**src/fido_cmd_regs.vh**
```
// Constants for the identification and security-row command logic.
// Assumes inclusion by the single design file; definitions only.
`ifndef FIDO_CMD_REGS_VH
`define FIDO_CMD_REGS_VH

// ----------------------------------------------------------------
// Opcodes
// ----------------------------------------------------------------
`define FIDO_OP_RELEASE_PD       8'hAB
`define FIDO_OP_STD_IDENT        8'h9F
`define FIDO_OP_MAKER_IDENT      8'h90
`define FIDO_OP_UNIQUE_READ      8'hA1
`define FIDO_OP_ROW_PROGRAM      8'hB1
`define FIDO_OP_WRITE_ENABLE     8'h06
`define FIDO_OP_STATUS_READ      8'h05
`define FIDO_OP_DEEP_PD          8'hB9

// ----------------------------------------------------------------
// Header lengths in bytes before output or program data starts
// ----------------------------------------------------------------
`define FIDO_HDR_LEGACY          9'h004
`define FIDO_HDR_MAKER           9'h004
`define FIDO_HDR_UNIQUE          9'h005
`define FIDO_HDR_SHORT           9'h001
`define FIDO_HDR_PROGRAM         9'h004

// ----------------------------------------------------------------
// Status byte fields and security row layout
// ----------------------------------------------------------------
`define FIDO_STAT_WIP_BIT        0
`define FIDO_STAT_WEL_BIT        1
`define FIDO_ROW_CTRL_ADDR       8'hFF
`define FIDO_ROW_LOCK_BIT        0
`define FIDO_ROW_ERASED          8'hFF
`define FIDO_ROW_MAX_BYTES       9'h100

// ----------------------------------------------------------------
// Timing in reference clocks of 100 ns
// ----------------------------------------------------------------
// Recovery 3000 ns, row program 2 ms; sized to the timer width
`define FIDO_RECOVERY_CYC        24'h00_001E
`define FIDO_PROGRAM_CYC         24'h00_4E20

`endif

```
**src/fido_cmd_logic.v**
```verilog
// Serial command logic: power-down release, identification reads,
// unique number read and one-time-programmable security row program.
// Assumes the host drives chip select, serial clock and serial input
// slowly against i_ref_clk; all three are oversampled here.
//
// Behaviour
// - Opcode ABh alone in a frame starts leaving power-down.
// - No instruction accepted until recovery time has elapsed.
// - Release and identification opcodes ignored while a cycle runs.
// - ABh plus three dummy bytes shifts first device code MSB first.
// - Legacy read repeats first device code until chip select rises.
// - 9Fh returns maker code, first device code, second device code.
// - Standard read cycles those three bytes until chip select rises.
// - Address bit 0 picks order of first two maker/device bytes.
// - A1h, three address bytes, one dummy, then 16-byte number.
// - Unique number repeats while chip select stays low.
// - Unique number start byte taken from address bits 3 to 0.
// - Row needs upper address bytes zero; FFh is control byte.
// - Data bytes programmable only while lock bit reads one.
// - Programmed zero bits never return to one.
// - Row program needs write enable latch set.
// - Row program starts only on chip select rise, else discarded.
// - Bytes past the last supplied byte stay unchanged.
// - Write-in-progress held during program, only status read served.
// - Write enable latch cleared before program completes.
// - Row program ignored while another cycle runs.
// - In power-down only ABh is recognised.
// - Status read returns write-in-progress flag.
`timescale 1ns/10ps
`default_nettype none
`include "fido_cmd_regs.vh"

module fido_cmd_logic #(
  parameter [7:0]   MAKER_CODE_1  = 8'h5A,   // Arbitrary value
  parameter [7:0]   MAKER_CODE_2  = 8'h3C,   // Arbitrary value
  parameter [7:0]   DEVICE_CODE_1 = 8'h21,   // Arbitrary value
  parameter [7:0]   DEVICE_CODE_2 = 8'h42,   // Arbitrary value
  parameter [127:0] UNIQUE_NUMBER = 128'h0123_4567_89AB_CDEF_FEDC_BA98_7654_3210,
  parameter [23:0]  RECOVERY_CYC  = `FIDO_RECOVERY_CYC,
  parameter [23:0]  PROGRAM_CYC   = `FIDO_PROGRAM_CYC
) (
  input  wire i_ref_clk,
  input  wire i_rst_n,
  input  wire i_spi_cs_n,
  input  wire i_spi_sck,
  input  wire i_spi_si,
  input  wire i_ext_busy,
  output reg  o_spi_so,
  output reg  o_spi_so_oe_n,
  output reg  o_write_in_progress,
  output reg  o_write_enable_latch,
  output reg  o_power_down,
  output reg  o_row_locked
);
  // ----------------------------------------------------------------
  // Sequencer states
  // ----------------------------------------------------------------
  localparam [3:0] ST_IDLE    = 4'b0001;
  localparam [3:0] ST_PD      = 4'b0010;
  localparam [3:0] ST_RECOVER = 4'b0100;
  localparam [3:0] ST_PROG    = 4'b1000;

  reg  [2:0]  cs_sync_r, sck_sync_r, si_sync_r, bit_cnt_r, out_bit_r;
  reg         cs_lvl_r, sck_lvl_r, ignore_r, out_act_r, lock_open_r, wel_r;
  reg  [7:0]  in_sr_r, opcode_r, out_sr_r, prog_addr_r;
  reg  [8:0]  byte_cnt_r, data_cnt_r, prog_i_r, prog_cnt_r;
  reg  [23:0] addr_r, timer_r;
  reg  [3:0]  out_idx_r, state_r;
  reg  [1:0]  phase_r;
  reg  [7:0]  row_mem [0:255];
  reg  [7:0]  load_buf [0:255];
  integer     k;
  // ----------------------------------------------------------------
  // Input sampling
  // ----------------------------------------------------------------
  // Three stages; a level counts once stages two and three agree
  always @(posedge i_ref_clk or negedge i_rst_n) begin
    if (!i_rst_n) begin
      cs_sync_r  <= 3'b111;
      sck_sync_r <= 3'b000;
      si_sync_r  <= 3'b000;
      cs_lvl_r   <= 1'b1;
      sck_lvl_r  <= 1'b0;
    end else begin
      cs_sync_r  <= {cs_sync_r[1:0], i_spi_cs_n};
      sck_sync_r <= {sck_sync_r[1:0], i_spi_sck};
      si_sync_r  <= {si_sync_r[1:0], i_spi_si};
      if (cs_sync_r[1] == cs_sync_r[2])
        cs_lvl_r <= cs_sync_r[2];
      if (sck_sync_r[1] == sck_sync_r[2])
        sck_lvl_r <= sck_sync_r[2];
    end
  end
  // Edges of the agreed levels; clock edges count only inside a frame
  wire cs_agree  = (cs_sync_r[1] == cs_sync_r[2]);
  wire sck_agree = (sck_sync_r[1] == sck_sync_r[2]);
  wire cs_fall   = cs_agree & ~cs_sync_r[2] & cs_lvl_r;
  wire cs_rise   = cs_agree & cs_sync_r[2] & ~cs_lvl_r;
  wire sck_rise  = sck_agree & sck_sync_r[2] & ~sck_lvl_r & ~cs_lvl_r;
  wire sck_fall  = sck_agree & ~sck_sync_r[2] & sck_lvl_r & ~cs_lvl_r;
  // ----------------------------------------------------------------
  // Decode helpers
  // ----------------------------------------------------------------
  wire       busy      = state_r[3] | i_ext_busy;
  wire [7:0] new_byte  = {in_sr_r[6:0], si_sync_r[2]};
  wire       byte_done = sck_rise & (bit_cnt_r == 3'd7);
  // Header length per opcode; zero means no output phase
  function [8:0] hdr_len;
    input [7:0] op;
    begin
      case (op)
        `FIDO_OP_RELEASE_PD:  hdr_len = `FIDO_HDR_LEGACY;
        `FIDO_OP_MAKER_IDENT: hdr_len = `FIDO_HDR_MAKER;
        `FIDO_OP_UNIQUE_READ: hdr_len = `FIDO_HDR_UNIQUE;
        `FIDO_OP_STD_IDENT:   hdr_len = `FIDO_HDR_SHORT;
        `FIDO_OP_STATUS_READ: hdr_len = `FIDO_HDR_SHORT;
        default:              hdr_len = 9'h000;
      endcase
    end
  endfunction
  wire op_ignored = state_r[2] |
                    (state_r[1] & (new_byte != `FIDO_OP_RELEASE_PD)) |
                    (busy & (new_byte != `FIDO_OP_STATUS_READ));
  // Next byte to shift out
  reg  [7:0] next_byte;
  wire [3:0] uid_k = addr_r[3:0] + out_idx_r;
  always @* begin
    next_byte = 8'h00;
    case (opcode_r)
      `FIDO_OP_RELEASE_PD: next_byte = DEVICE_CODE_1;
      `FIDO_OP_STD_IDENT:
        next_byte = (phase_r == 2'd0) ? MAKER_CODE_1 :
                    (phase_r == 2'd1) ? DEVICE_CODE_1 : DEVICE_CODE_2;
      // Order chosen by address bit 0
      `FIDO_OP_MAKER_IDENT:
        next_byte = (phase_r == 2'd2) ? MAKER_CODE_2 :
                    ((phase_r == 2'd0) ^ addr_r[0]) ? MAKER_CODE_1 : DEVICE_CODE_1;
      `FIDO_OP_UNIQUE_READ: next_byte = UNIQUE_NUMBER[{uid_k, 3'b000} +: 8];
      `FIDO_OP_STATUS_READ: begin
        next_byte[`FIDO_STAT_WIP_BIT] = busy;
        next_byte[`FIDO_STAT_WEL_BIT] = wel_r;
      end
      default: next_byte = 8'h00;
    endcase
  end
  // ----------------------------------------------------------------
  // Frame shifter
  // ----------------------------------------------------------------
  // Bytes are counted per frame; output starts after the header
  always @(posedge i_ref_clk or negedge i_rst_n) begin
    if (!i_rst_n) begin
      in_sr_r       <= 8'h00;
      bit_cnt_r     <= 3'd0;
      byte_cnt_r    <= 9'h000;
      opcode_r      <= 8'h00;
      addr_r        <= 24'h00_0000;
      ignore_r      <= 1'b1;
      out_act_r     <= 1'b0;
      out_sr_r      <= 8'h00;
      out_bit_r     <= 3'd0;
      out_idx_r     <= 4'h0;
      phase_r       <= 2'd0;
      data_cnt_r    <= 9'h000;
      o_spi_so      <= 1'b0;
      o_spi_so_oe_n <= 1'b1;
    end else begin
      if (cs_fall) begin
        bit_cnt_r  <= 3'd0;
        byte_cnt_r <= 9'h000;
        ignore_r   <= 1'b0;
        out_act_r  <= 1'b0;
        out_bit_r  <= 3'd0;
        out_idx_r  <= 4'h0;
        phase_r    <= 2'd0;
        data_cnt_r <= 9'h000;
      end
      // Output released with chip select high
      if (cs_rise) begin
        o_spi_so_oe_n <= 1'b1;
        out_act_r     <= 1'b0;
      end
      if (sck_rise) begin
        in_sr_r   <= new_byte;
        bit_cnt_r <= bit_cnt_r + 3'd1;
      end
      if (byte_done) begin
        if (byte_cnt_r != 9'h1FF)
          byte_cnt_r <= byte_cnt_r + 9'h001;
        if (byte_cnt_r == 9'h000) begin
          opcode_r <= new_byte;
          ignore_r <= op_ignored;
          if (!op_ignored && hdr_len(new_byte) == `FIDO_HDR_SHORT)
            out_act_r <= 1'b1;
        end else begin
          if (byte_cnt_r <= 9'h003)
            addr_r <= {addr_r[15:0], new_byte};
          if (!ignore_r && (byte_cnt_r + 9'h001) == hdr_len(opcode_r))
            out_act_r <= 1'b1;
          // Count data bytes, at most one row
          if (!ignore_r && opcode_r == `FIDO_OP_ROW_PROGRAM &&
              byte_cnt_r >= `FIDO_HDR_PROGRAM && data_cnt_r < `FIDO_ROW_MAX_BYTES)
            data_cnt_r <= data_cnt_r + 9'h001;
        end
      end
      // Shift out MSB first on falling clock
      if (sck_fall && out_act_r && !cs_rise) begin
        o_spi_so_oe_n <= 1'b0;
        out_bit_r     <= out_bit_r + 3'd1;
        if (out_bit_r == 3'd0) begin
          o_spi_so  <= next_byte[7];
          out_sr_r  <= {next_byte[6:0], 1'b0};
          out_idx_r <= out_idx_r + 4'h1;
          phase_r   <= (phase_r == 2'd2) ? 2'd0 : phase_r + 2'd1;
        end else begin
          o_spi_so <= out_sr_r[7];
          out_sr_r <= {out_sr_r[6:0], 1'b0};
        end
      end
    end
  end

  // Program data capture; buffer frozen while a program runs
  wire buf_we = byte_done & ~ignore_r & (opcode_r == `FIDO_OP_ROW_PROGRAM) &
                (byte_cnt_r >= `FIDO_HDR_PROGRAM) & (data_cnt_r < `FIDO_ROW_MAX_BYTES);
  always @(posedge i_ref_clk) begin
    if (buf_we)
      load_buf[data_cnt_r[7:0]] <= new_byte;
  end
  // ----------------------------------------------------------------
  // Sequencer
  // ----------------------------------------------------------------
  wire frame_ok  = ~ignore_r & (bit_cnt_r == 3'd0) & (byte_cnt_r != 9'h000);
  wire short_cmd = frame_ok & (byte_cnt_r == 9'h001);
  wire prog_go   = frame_ok & (opcode_r == `FIDO_OP_ROW_PROGRAM) &
                   (byte_cnt_r > `FIDO_HDR_PROGRAM) & wel_r &
                   (addr_r[23:8] == 16'h0000);
  wire [8:0] wr_addr = {1'b0, prog_addr_r} + prog_i_r;
  wire       wr_step = state_r[3] & (prog_i_r < prog_cnt_r) & ~wr_addr[8];
  // Command sequencer; commands act only on chip select rise
  always @(posedge i_ref_clk or negedge i_rst_n) begin
    if (!i_rst_n) begin
      state_r     <= ST_IDLE;
      timer_r     <= 24'h00_0000;
      prog_i_r    <= 9'h000;
      prog_cnt_r  <= 9'h000;
      prog_addr_r <= 8'h00;
      lock_open_r <= 1'b1;
      wel_r       <= 1'b0;
    end else begin
      case (state_r)
        ST_IDLE: begin
          if (cs_rise && short_cmd && !i_ext_busy &&
              opcode_r == `FIDO_OP_WRITE_ENABLE)
            wel_r <= 1'b1;
          if (cs_rise && short_cmd && !i_ext_busy && opcode_r == `FIDO_OP_DEEP_PD)
            state_r <= ST_PD;
          // Launch only on chip select rise when idle
          else if (cs_rise && prog_go && !i_ext_busy) begin
            state_r     <= ST_PROG;
            timer_r     <= PROGRAM_CYC;
            prog_i_r    <= 9'h000;
            prog_cnt_r  <= data_cnt_r;
            prog_addr_r <= addr_r[7:0];
            lock_open_r <= row_mem[`FIDO_ROW_CTRL_ADDR][`FIDO_ROW_LOCK_BIT];
            wel_r       <= 1'b0;
          end
        end
        ST_PD: begin
          if (cs_rise && frame_ok && opcode_r == `FIDO_OP_RELEASE_PD) begin
            state_r <= ST_RECOVER;
            timer_r <= RECOVERY_CYC;
          end
        end
        ST_RECOVER: begin
          timer_r <= timer_r - 24'h00_0001;
          if (timer_r <= 24'h00_0001)
            state_r <= ST_IDLE;
        end
        ST_PROG: begin
          // Self-timed cycle ends on timer either way
          timer_r <= timer_r - 24'h00_0001;
          if (wr_step)
            prog_i_r <= prog_i_r + 9'h001;
          if (timer_r <= 24'h00_0001)
            state_r <= ST_IDLE;
        end
        default: state_r <= ST_IDLE;
      endcase
    end
  end
  // ----------------------------------------------------------------
  // Security row storage
  // ----------------------------------------------------------------
  // Factory-erased content; models non-volatile cells, so no reset
  initial begin
    for (k = 0; k < 256; k = k + 1)
      row_mem[k] = `FIDO_ROW_ERASED;
  end
  // Locked row takes no data bytes
  wire row_we = wr_step & (lock_open_r | (wr_addr[7:0] == `FIDO_ROW_CTRL_ADDR));
  always @(posedge i_ref_clk) begin
    if (row_we)
      row_mem[wr_addr[7:0]] <= row_mem[wr_addr[7:0]] & load_buf[prog_i_r[7:0]];
  end
  // ----------------------------------------------------------------
  // Registered status outputs
  // ----------------------------------------------------------------
  always @(posedge i_ref_clk or negedge i_rst_n) begin
    if (!i_rst_n) begin
      o_write_in_progress  <= 1'b0;
      o_write_enable_latch <= 1'b0;
      o_power_down         <= 1'b0;
      o_row_locked         <= 1'b0;
    end else begin
      o_write_in_progress  <= state_r[3];
      o_write_enable_latch <= wel_r;
      o_power_down         <= state_r[1] | state_r[2];
      o_row_locked         <= ~row_mem[`FIDO_ROW_CTRL_ADDR][`FIDO_ROW_LOCK_BIT];
    end
  end

endmodule // fido_cmd_logic

`default_nettype wire

```
**config.mk**
```make
export PLATFORM = sky130hd
export DESIGN_NAME = fido_cmd_logic
export DESIGN_NICKNAME = d
export VERILOG_FILES = /design/src/fido_cmd_logic.v
export VERILOG_INCLUDE_DIRS = /design/src
export SDC_FILE = /design/constraint.sdc
export NUM_CORES = 1
export LEC_CHECK = 0
export BUFFER_PORTS_ARGS = -buffer_cell sky130_fd_sc_hd__buf_4
export CAP_MARGIN = 20
export CELL_PAD_IN_SITES_DETAIL_PLACEMENT = 0
export CELL_PAD_IN_SITES_GLOBAL_PLACEMENT = 1
export CORE_AREA = 10 10 245 247
export CTS_CLUSTER_DIAMETER = 100
export DETAILED_ROUTE_END_ITERATION = 16
export DIE_AREA = 0 0 255 257
export GPL_ROUTABILITY_DRIVEN = 0
export GPL_TIMING_DRIVEN = 0
export PLACE_DENSITY_LB_ADDON = 0.25
export SYNTH_ARGS = -nofsm -noshare
export SYNTH_HDL_FRONTEND = slang
export SYNTH_SLANG_ARGS = --single-unit
export TNS_END_PERCENT = 100
```
**constraint.sdc**
```tcl
create_clock -name i_ref_clk -period 37.2 [get_ports i_ref_clk]
set_input_delay 9.3 -clock i_ref_clk [delete_from_list [all_inputs] [get_ports i_ref_clk]]
set_output_delay 9.3 -clock i_ref_clk [all_outputs]
set_load 0.01 [all_outputs]
```
==> metrics.json <==
{
  "outcome": {"value": "complete, no violations"},
  "final_wl": {"value": 80340, "unit": "um"},
  "die_y": {"value": 257, "unit": "um"},
  "crit_path_frequent_cell": {"value": "sky130_fd_sc_hd__o21ai_0"},
  "part_of_the_yosys_area_used_for_sequential_elements": {"value": 61.90, "unit": "%"},
  "postSynthAreaPerCell": {"value": 12.78, "unit": "um2"},
  "avgRoutedWirePerCell": {"value": 24.41, "unit": "um"},
  "critPathRequiredTime": {"value": 37.72, "unit": "ns"},
  "ys_dominant_reg_cell": {"value": "sky130_fd_sc_hd__edfxtp_1"},
  "die_area": {"value": 65540, "unit": "um2"},
  "grt_max_degree": {"value": 119},
  "antenna_violations_before_repair": {"value": 0},
  "route.antenna.remaining_nets": {"value": 0},
  "worst_clock_skew": {"value": 0.03323, "unit": "ns"},
  "drc_errors": {"value": 0},
  "power_per_cell_area": {"value": 44.51, "unit": "nW/um2"},
  "detailroute.via_count": {"value": 20900},
  "port_buffers": {"value": 11},
  "slew_violations": {"value": 0},
  "hold_viol_final": {"value": 0},
  "cts_tree": {"value": "done"},
  "hpwl": {"value": 52500, "unit": "um"},
  "vdd.ir_drop.worst": {"value": 49.02, "unit": "uV"},
  "critical_path.max_stage_delay": {"value": 0.71, "unit": "ns"},
  "final_nets": {"value": 2578},
  "first_global_vias": {"value": 20730},
  "via_per_inst": {"value": 6.350},
  "final_util": {"value": 62.85, "unit": "%"},
  "register_area": {"value": 19170, "unit": "um2"},
  "dr.first_iter.drc_count": {"value": 2365},
  "path_max_fanout": {"value": 10},
  "share_clk_of_total_power": {"value": 45.9, "unit": "%"},
  "critical_path.cell_chain": {"value": "buf_4 -> nor4b_1 -> o21ai_0 -> or4_1 -> nor3_1 -> clkbuf_1 -> nand2_1 -> o21ai_0"},
  "synth_enable_flop_cells": {"value": 512},
  "cts.root.buffer_cell": {"value": "sky130_fd_sc_hd__clkbuf_16"},
  "synth_warnings": {"value": 0},
  "max_slew.worst_pin.slew": {"value": 1.097, "unit": "ns"},
  "total_power_consumption": {"value": 1535, "unit": "uW"},
  "worstSetupEndpointType": {"value": "register"},
  "drive_gt1_share": {"value": 15.88, "unit": "%"},
  "portion_of_total_power_attributed_to_combinational_logic": {"value": 1.4, "unit": "%"},
  "antenna_diode_count": {"value": 0},
  "ys_seq_elements": {"value": 663},
  "switching_share": {"value": 20.56, "unit": "%"},
  "min_period_over_period": {"value": 31.39, "unit": "%"},
  "final_critical_path_time_including_i_o_delays_and_setup": {"value": 11.68, "unit": "ns"},
  "critPathSlowestCell": {"value": "sky130_fd_sc_hd__nor4b_1"},
  "maxClockFrequency": {"value": 85.63, "unit": "MHz"},
  "worstSetupStartpointType": {"value": "input port"},
  "total_leakage_power": {"value": 0.01169, "unit": "uW"},
  "setup_total_negative_slack": {"value": 0, "unit": "ns"},
  "layout.cells.most_common": {"value": "sky130_fd_sc_hd__edfxtp_1"},
  "gr-usage-all-layers": {"value": 24.77, "unit": "%"},
  "most_frequent_cells_in_the_layout": {"value": "512 x sky130_fd_sc_hd__edfxtp_1, 471 x sky130_fd_sc_hd__nor2_1, 171 x sky130_fd_sc_hd__nand2_1"},
  "cts_buffer_depth": {"value": 3},
  "yosys.cell_types.count": {"value": 85},
  "fp.coreArea": {"value": 54880, "unit": "um2"},
  "grt_pass1_wl": {"value": 123200, "unit": "um"},
  "power.sequential.fraction": {"value": 52.7, "unit": "%"},
  "cts_hold_buffers": {"value": 0},
  "critical_path_buf_inv_count": {"value": 2},
  "multiInputGateArea": {"value": 10820, "unit": "um2"},
  "cts_resized": {"value": 0},
  "syn_inst": {"value": 2422},
  "fin_worst_hold_slack": {"value": 0.3440, "unit": "ns"},
  "dpl_worst_slack": {"value": 24.97, "unit": "ns"},
  "async_flop_share": {"value": 22.78, "unit": "%"},
  "setup_viol": {"value": 0},
  "clk_pin_slew": {"value": 0.06, "unit": "ns"},
  "internal_power": {"value": 1220, "unit": "uW"},
  "cp.arrival": {"value": 12.19, "unit": "ns"},
  "io_pins": {"value": 12},
  "max-cap-violations": {"value": 0},
  "dieWidth": {"value": 255, "unit": "um"},
  "net_switching_component_of_the_power": {"value": 315.6, "unit": "uW"},
  "min-delay-path-class": {"value": "reg2reg"},
  "post_cts.repair.setup_buffers": {"value": 0},
  "critical_path.top_delay_family": {"value": "simple AND/OR/NAND/NOR gates"},
  "clock-sinks": {"value": 663},
  "globalRouteOverflowTotal": {"value": 0},
  "clk-insertion-delay-late": {"value": 0.62, "unit": "ns"},
  "drtPass1Iterations": {"value": 6},
  "placement_rows": {"value": 86},
  "synthesis.nets": {"value": 2470},
  "relSlewSlack": {"value": 26.31, "unit": "%"},
  "postLayoutSetupSlackWorst": {"value": 25.52, "unit": "ns"},
  "unrepaired_setup_endpoints_after_global_routing": {"value": "false"},
  "numCtsBuffers": {"value": 71},
  "combined_area_of_all_synthesized_cells": {"value": 30960, "unit": "um2"},
  "crit_type": {"value": "in2reg"},
  "htreeDepth": {"value": 3},
  "initial_utilization": {"value": 56.42, "unit": "%"},
  "final.fill_count": {"value": 4278},
  "flow.area_growth_from_synthesis": {"value": 11.41, "unit": "%"}
}
-- cells in the mapped netlist, drive strengths merged, types with 12 or more instances --
| library cell | n | area, um2 |
|---|---|---|
| edfxtp | 512 | 15370 |
| nor2 | 473 | 1785 |
| nand2 | 171 | 641.9 |
| nor3 | 156 | 827.1 |
| dfrtp | 143 | 3578 |
| mux4 | 120 | 2703 |
| clkbuf | 109 | 409.1 |
| o21ai | 96 | 484.2 |
| buf | 65 | 410.4 |
| a21oi | 51 | 255.2 |
| nand3 | 49 | 262.8 |
| mux2 | 48 | 600.6 |
| inv | 43 | 161.4 |
| ha | 40 | 500.5 |
| nand4 | 30 | 277.8 |
| mux2i | 25 | 250.2 |
| nor2b | 19 | 118.9 |
| a22oi | 18 | 135.1 |
| o31ai | 18 | 140.1 |
| nor4 | 17 | 136.4 |
| xnor2 | 14 | 122.6 |
| and2 | 12 | 75.08 |
| or3 | 12 | 80.08 |
-- kinds of logic (layout without fill, tap and decap cells) --
logic type | Yosys count | count (layout) | synth area share, %
AOI/OAI and AO/OA | 283 | 283 | 5.921
xor gates and xnor gates | 25 | 25 | 0.7072
adders and majority gates | 42 | 42 | 1.746
buffers and inverters | 217 | 383 | 3.168
DFF | 663 | 663 | 61.90
muxes | 193 | 193 | 11.48
and+or+nand+nor | 999 | 999 | 15.08
-- power by group through the flow --
stage	Clock [uW]	Combinational (uW)	Sequential, uW
after floorplan	0	11.2	824
after global placement	0	16.8	829
after detailed placement	0	21.9	825
after CTS	712	21.9	810
after global routing	742	24.6	811
final	704	21.5	810
-- through the flow --
step,instance area [um2],instances
final,34490,3292
after CTS,34490,3292
after global routing,34490,3292
after global placement,31920,3137
after floorplan,30960,2422
after detailed placement,32190,3161
-- path summary, 6_finish.rpt --
| kind | slack, ns | endpoint | start | cells past startpoint |
|---|---|---|---|---|
| min in group asynchronous | 8.79 | out_bit_r[1]$_DFFE_PN0P_ | i_rst_n | 1 |
| max in group asynchronous | 27.62 | prog_i_r[1]$_DFFE_PN0P_ | i_rst_n | 2 |
| hold reg to reg | 0.34 | si_sync_r[2]$_DFF_PN0_ | si_sync_r[1]$_DFF_PN0_ | 0 |
| hold / removal | 0.34 | si_sync_r[2]$_DFF_PN0_ | si_sync_r[1]$_DFF_PN0_ | 0 |
| setup reg to reg | 30.77 | row_mem[141][0]$_DFFE_PP_ | prog_i_r[1]$_DFFE_PN0P_ | 18 |
| setup / recovery | 25.52 | prog_cnt_r[2]$_DFFE_PN0P_ | i_ext_busy | 8 |
-- state kept, by name, indices dropped and copies added, names as in the netlist, 3 cells and up --
register / cells
load_buf: 256
row_mem: 256
addr_r: 24
timer_r: 24
byte_cnt_r: 9
data_cnt_r: 9
prog_cnt_r: 9
prog_i_r: 9
opcode_r: 8
prog_addr_r: 8
in_sr_r: 7
out_sr_r: 7
out_idx_r: 4
state_r: 4
bit_cnt_r: 3
cs_sync_r: 3
out_bit_r: 3
sck_sync_r: 3
si_sync_r: 3
-- cell type report --
type                       instances  area share [%]
clock buffer                      94           5.735
timing repair buffer              35          0.9794
multi-input combinational       1542           31.37
clock inverter                    37          0.9467
tap                              704           2.554
inverter                          43          0.4679
buffer                           174           2.376
sequential                       663           55.57
-- routing by layer --
metal	share of wire (%)	track usage, %
met5	0	0
met4	4.2	10.02
met3	8.8	5.252
met2	48	39.66
met1	39	32.55
Note: power is estimated with default switching activity, not from simulation.
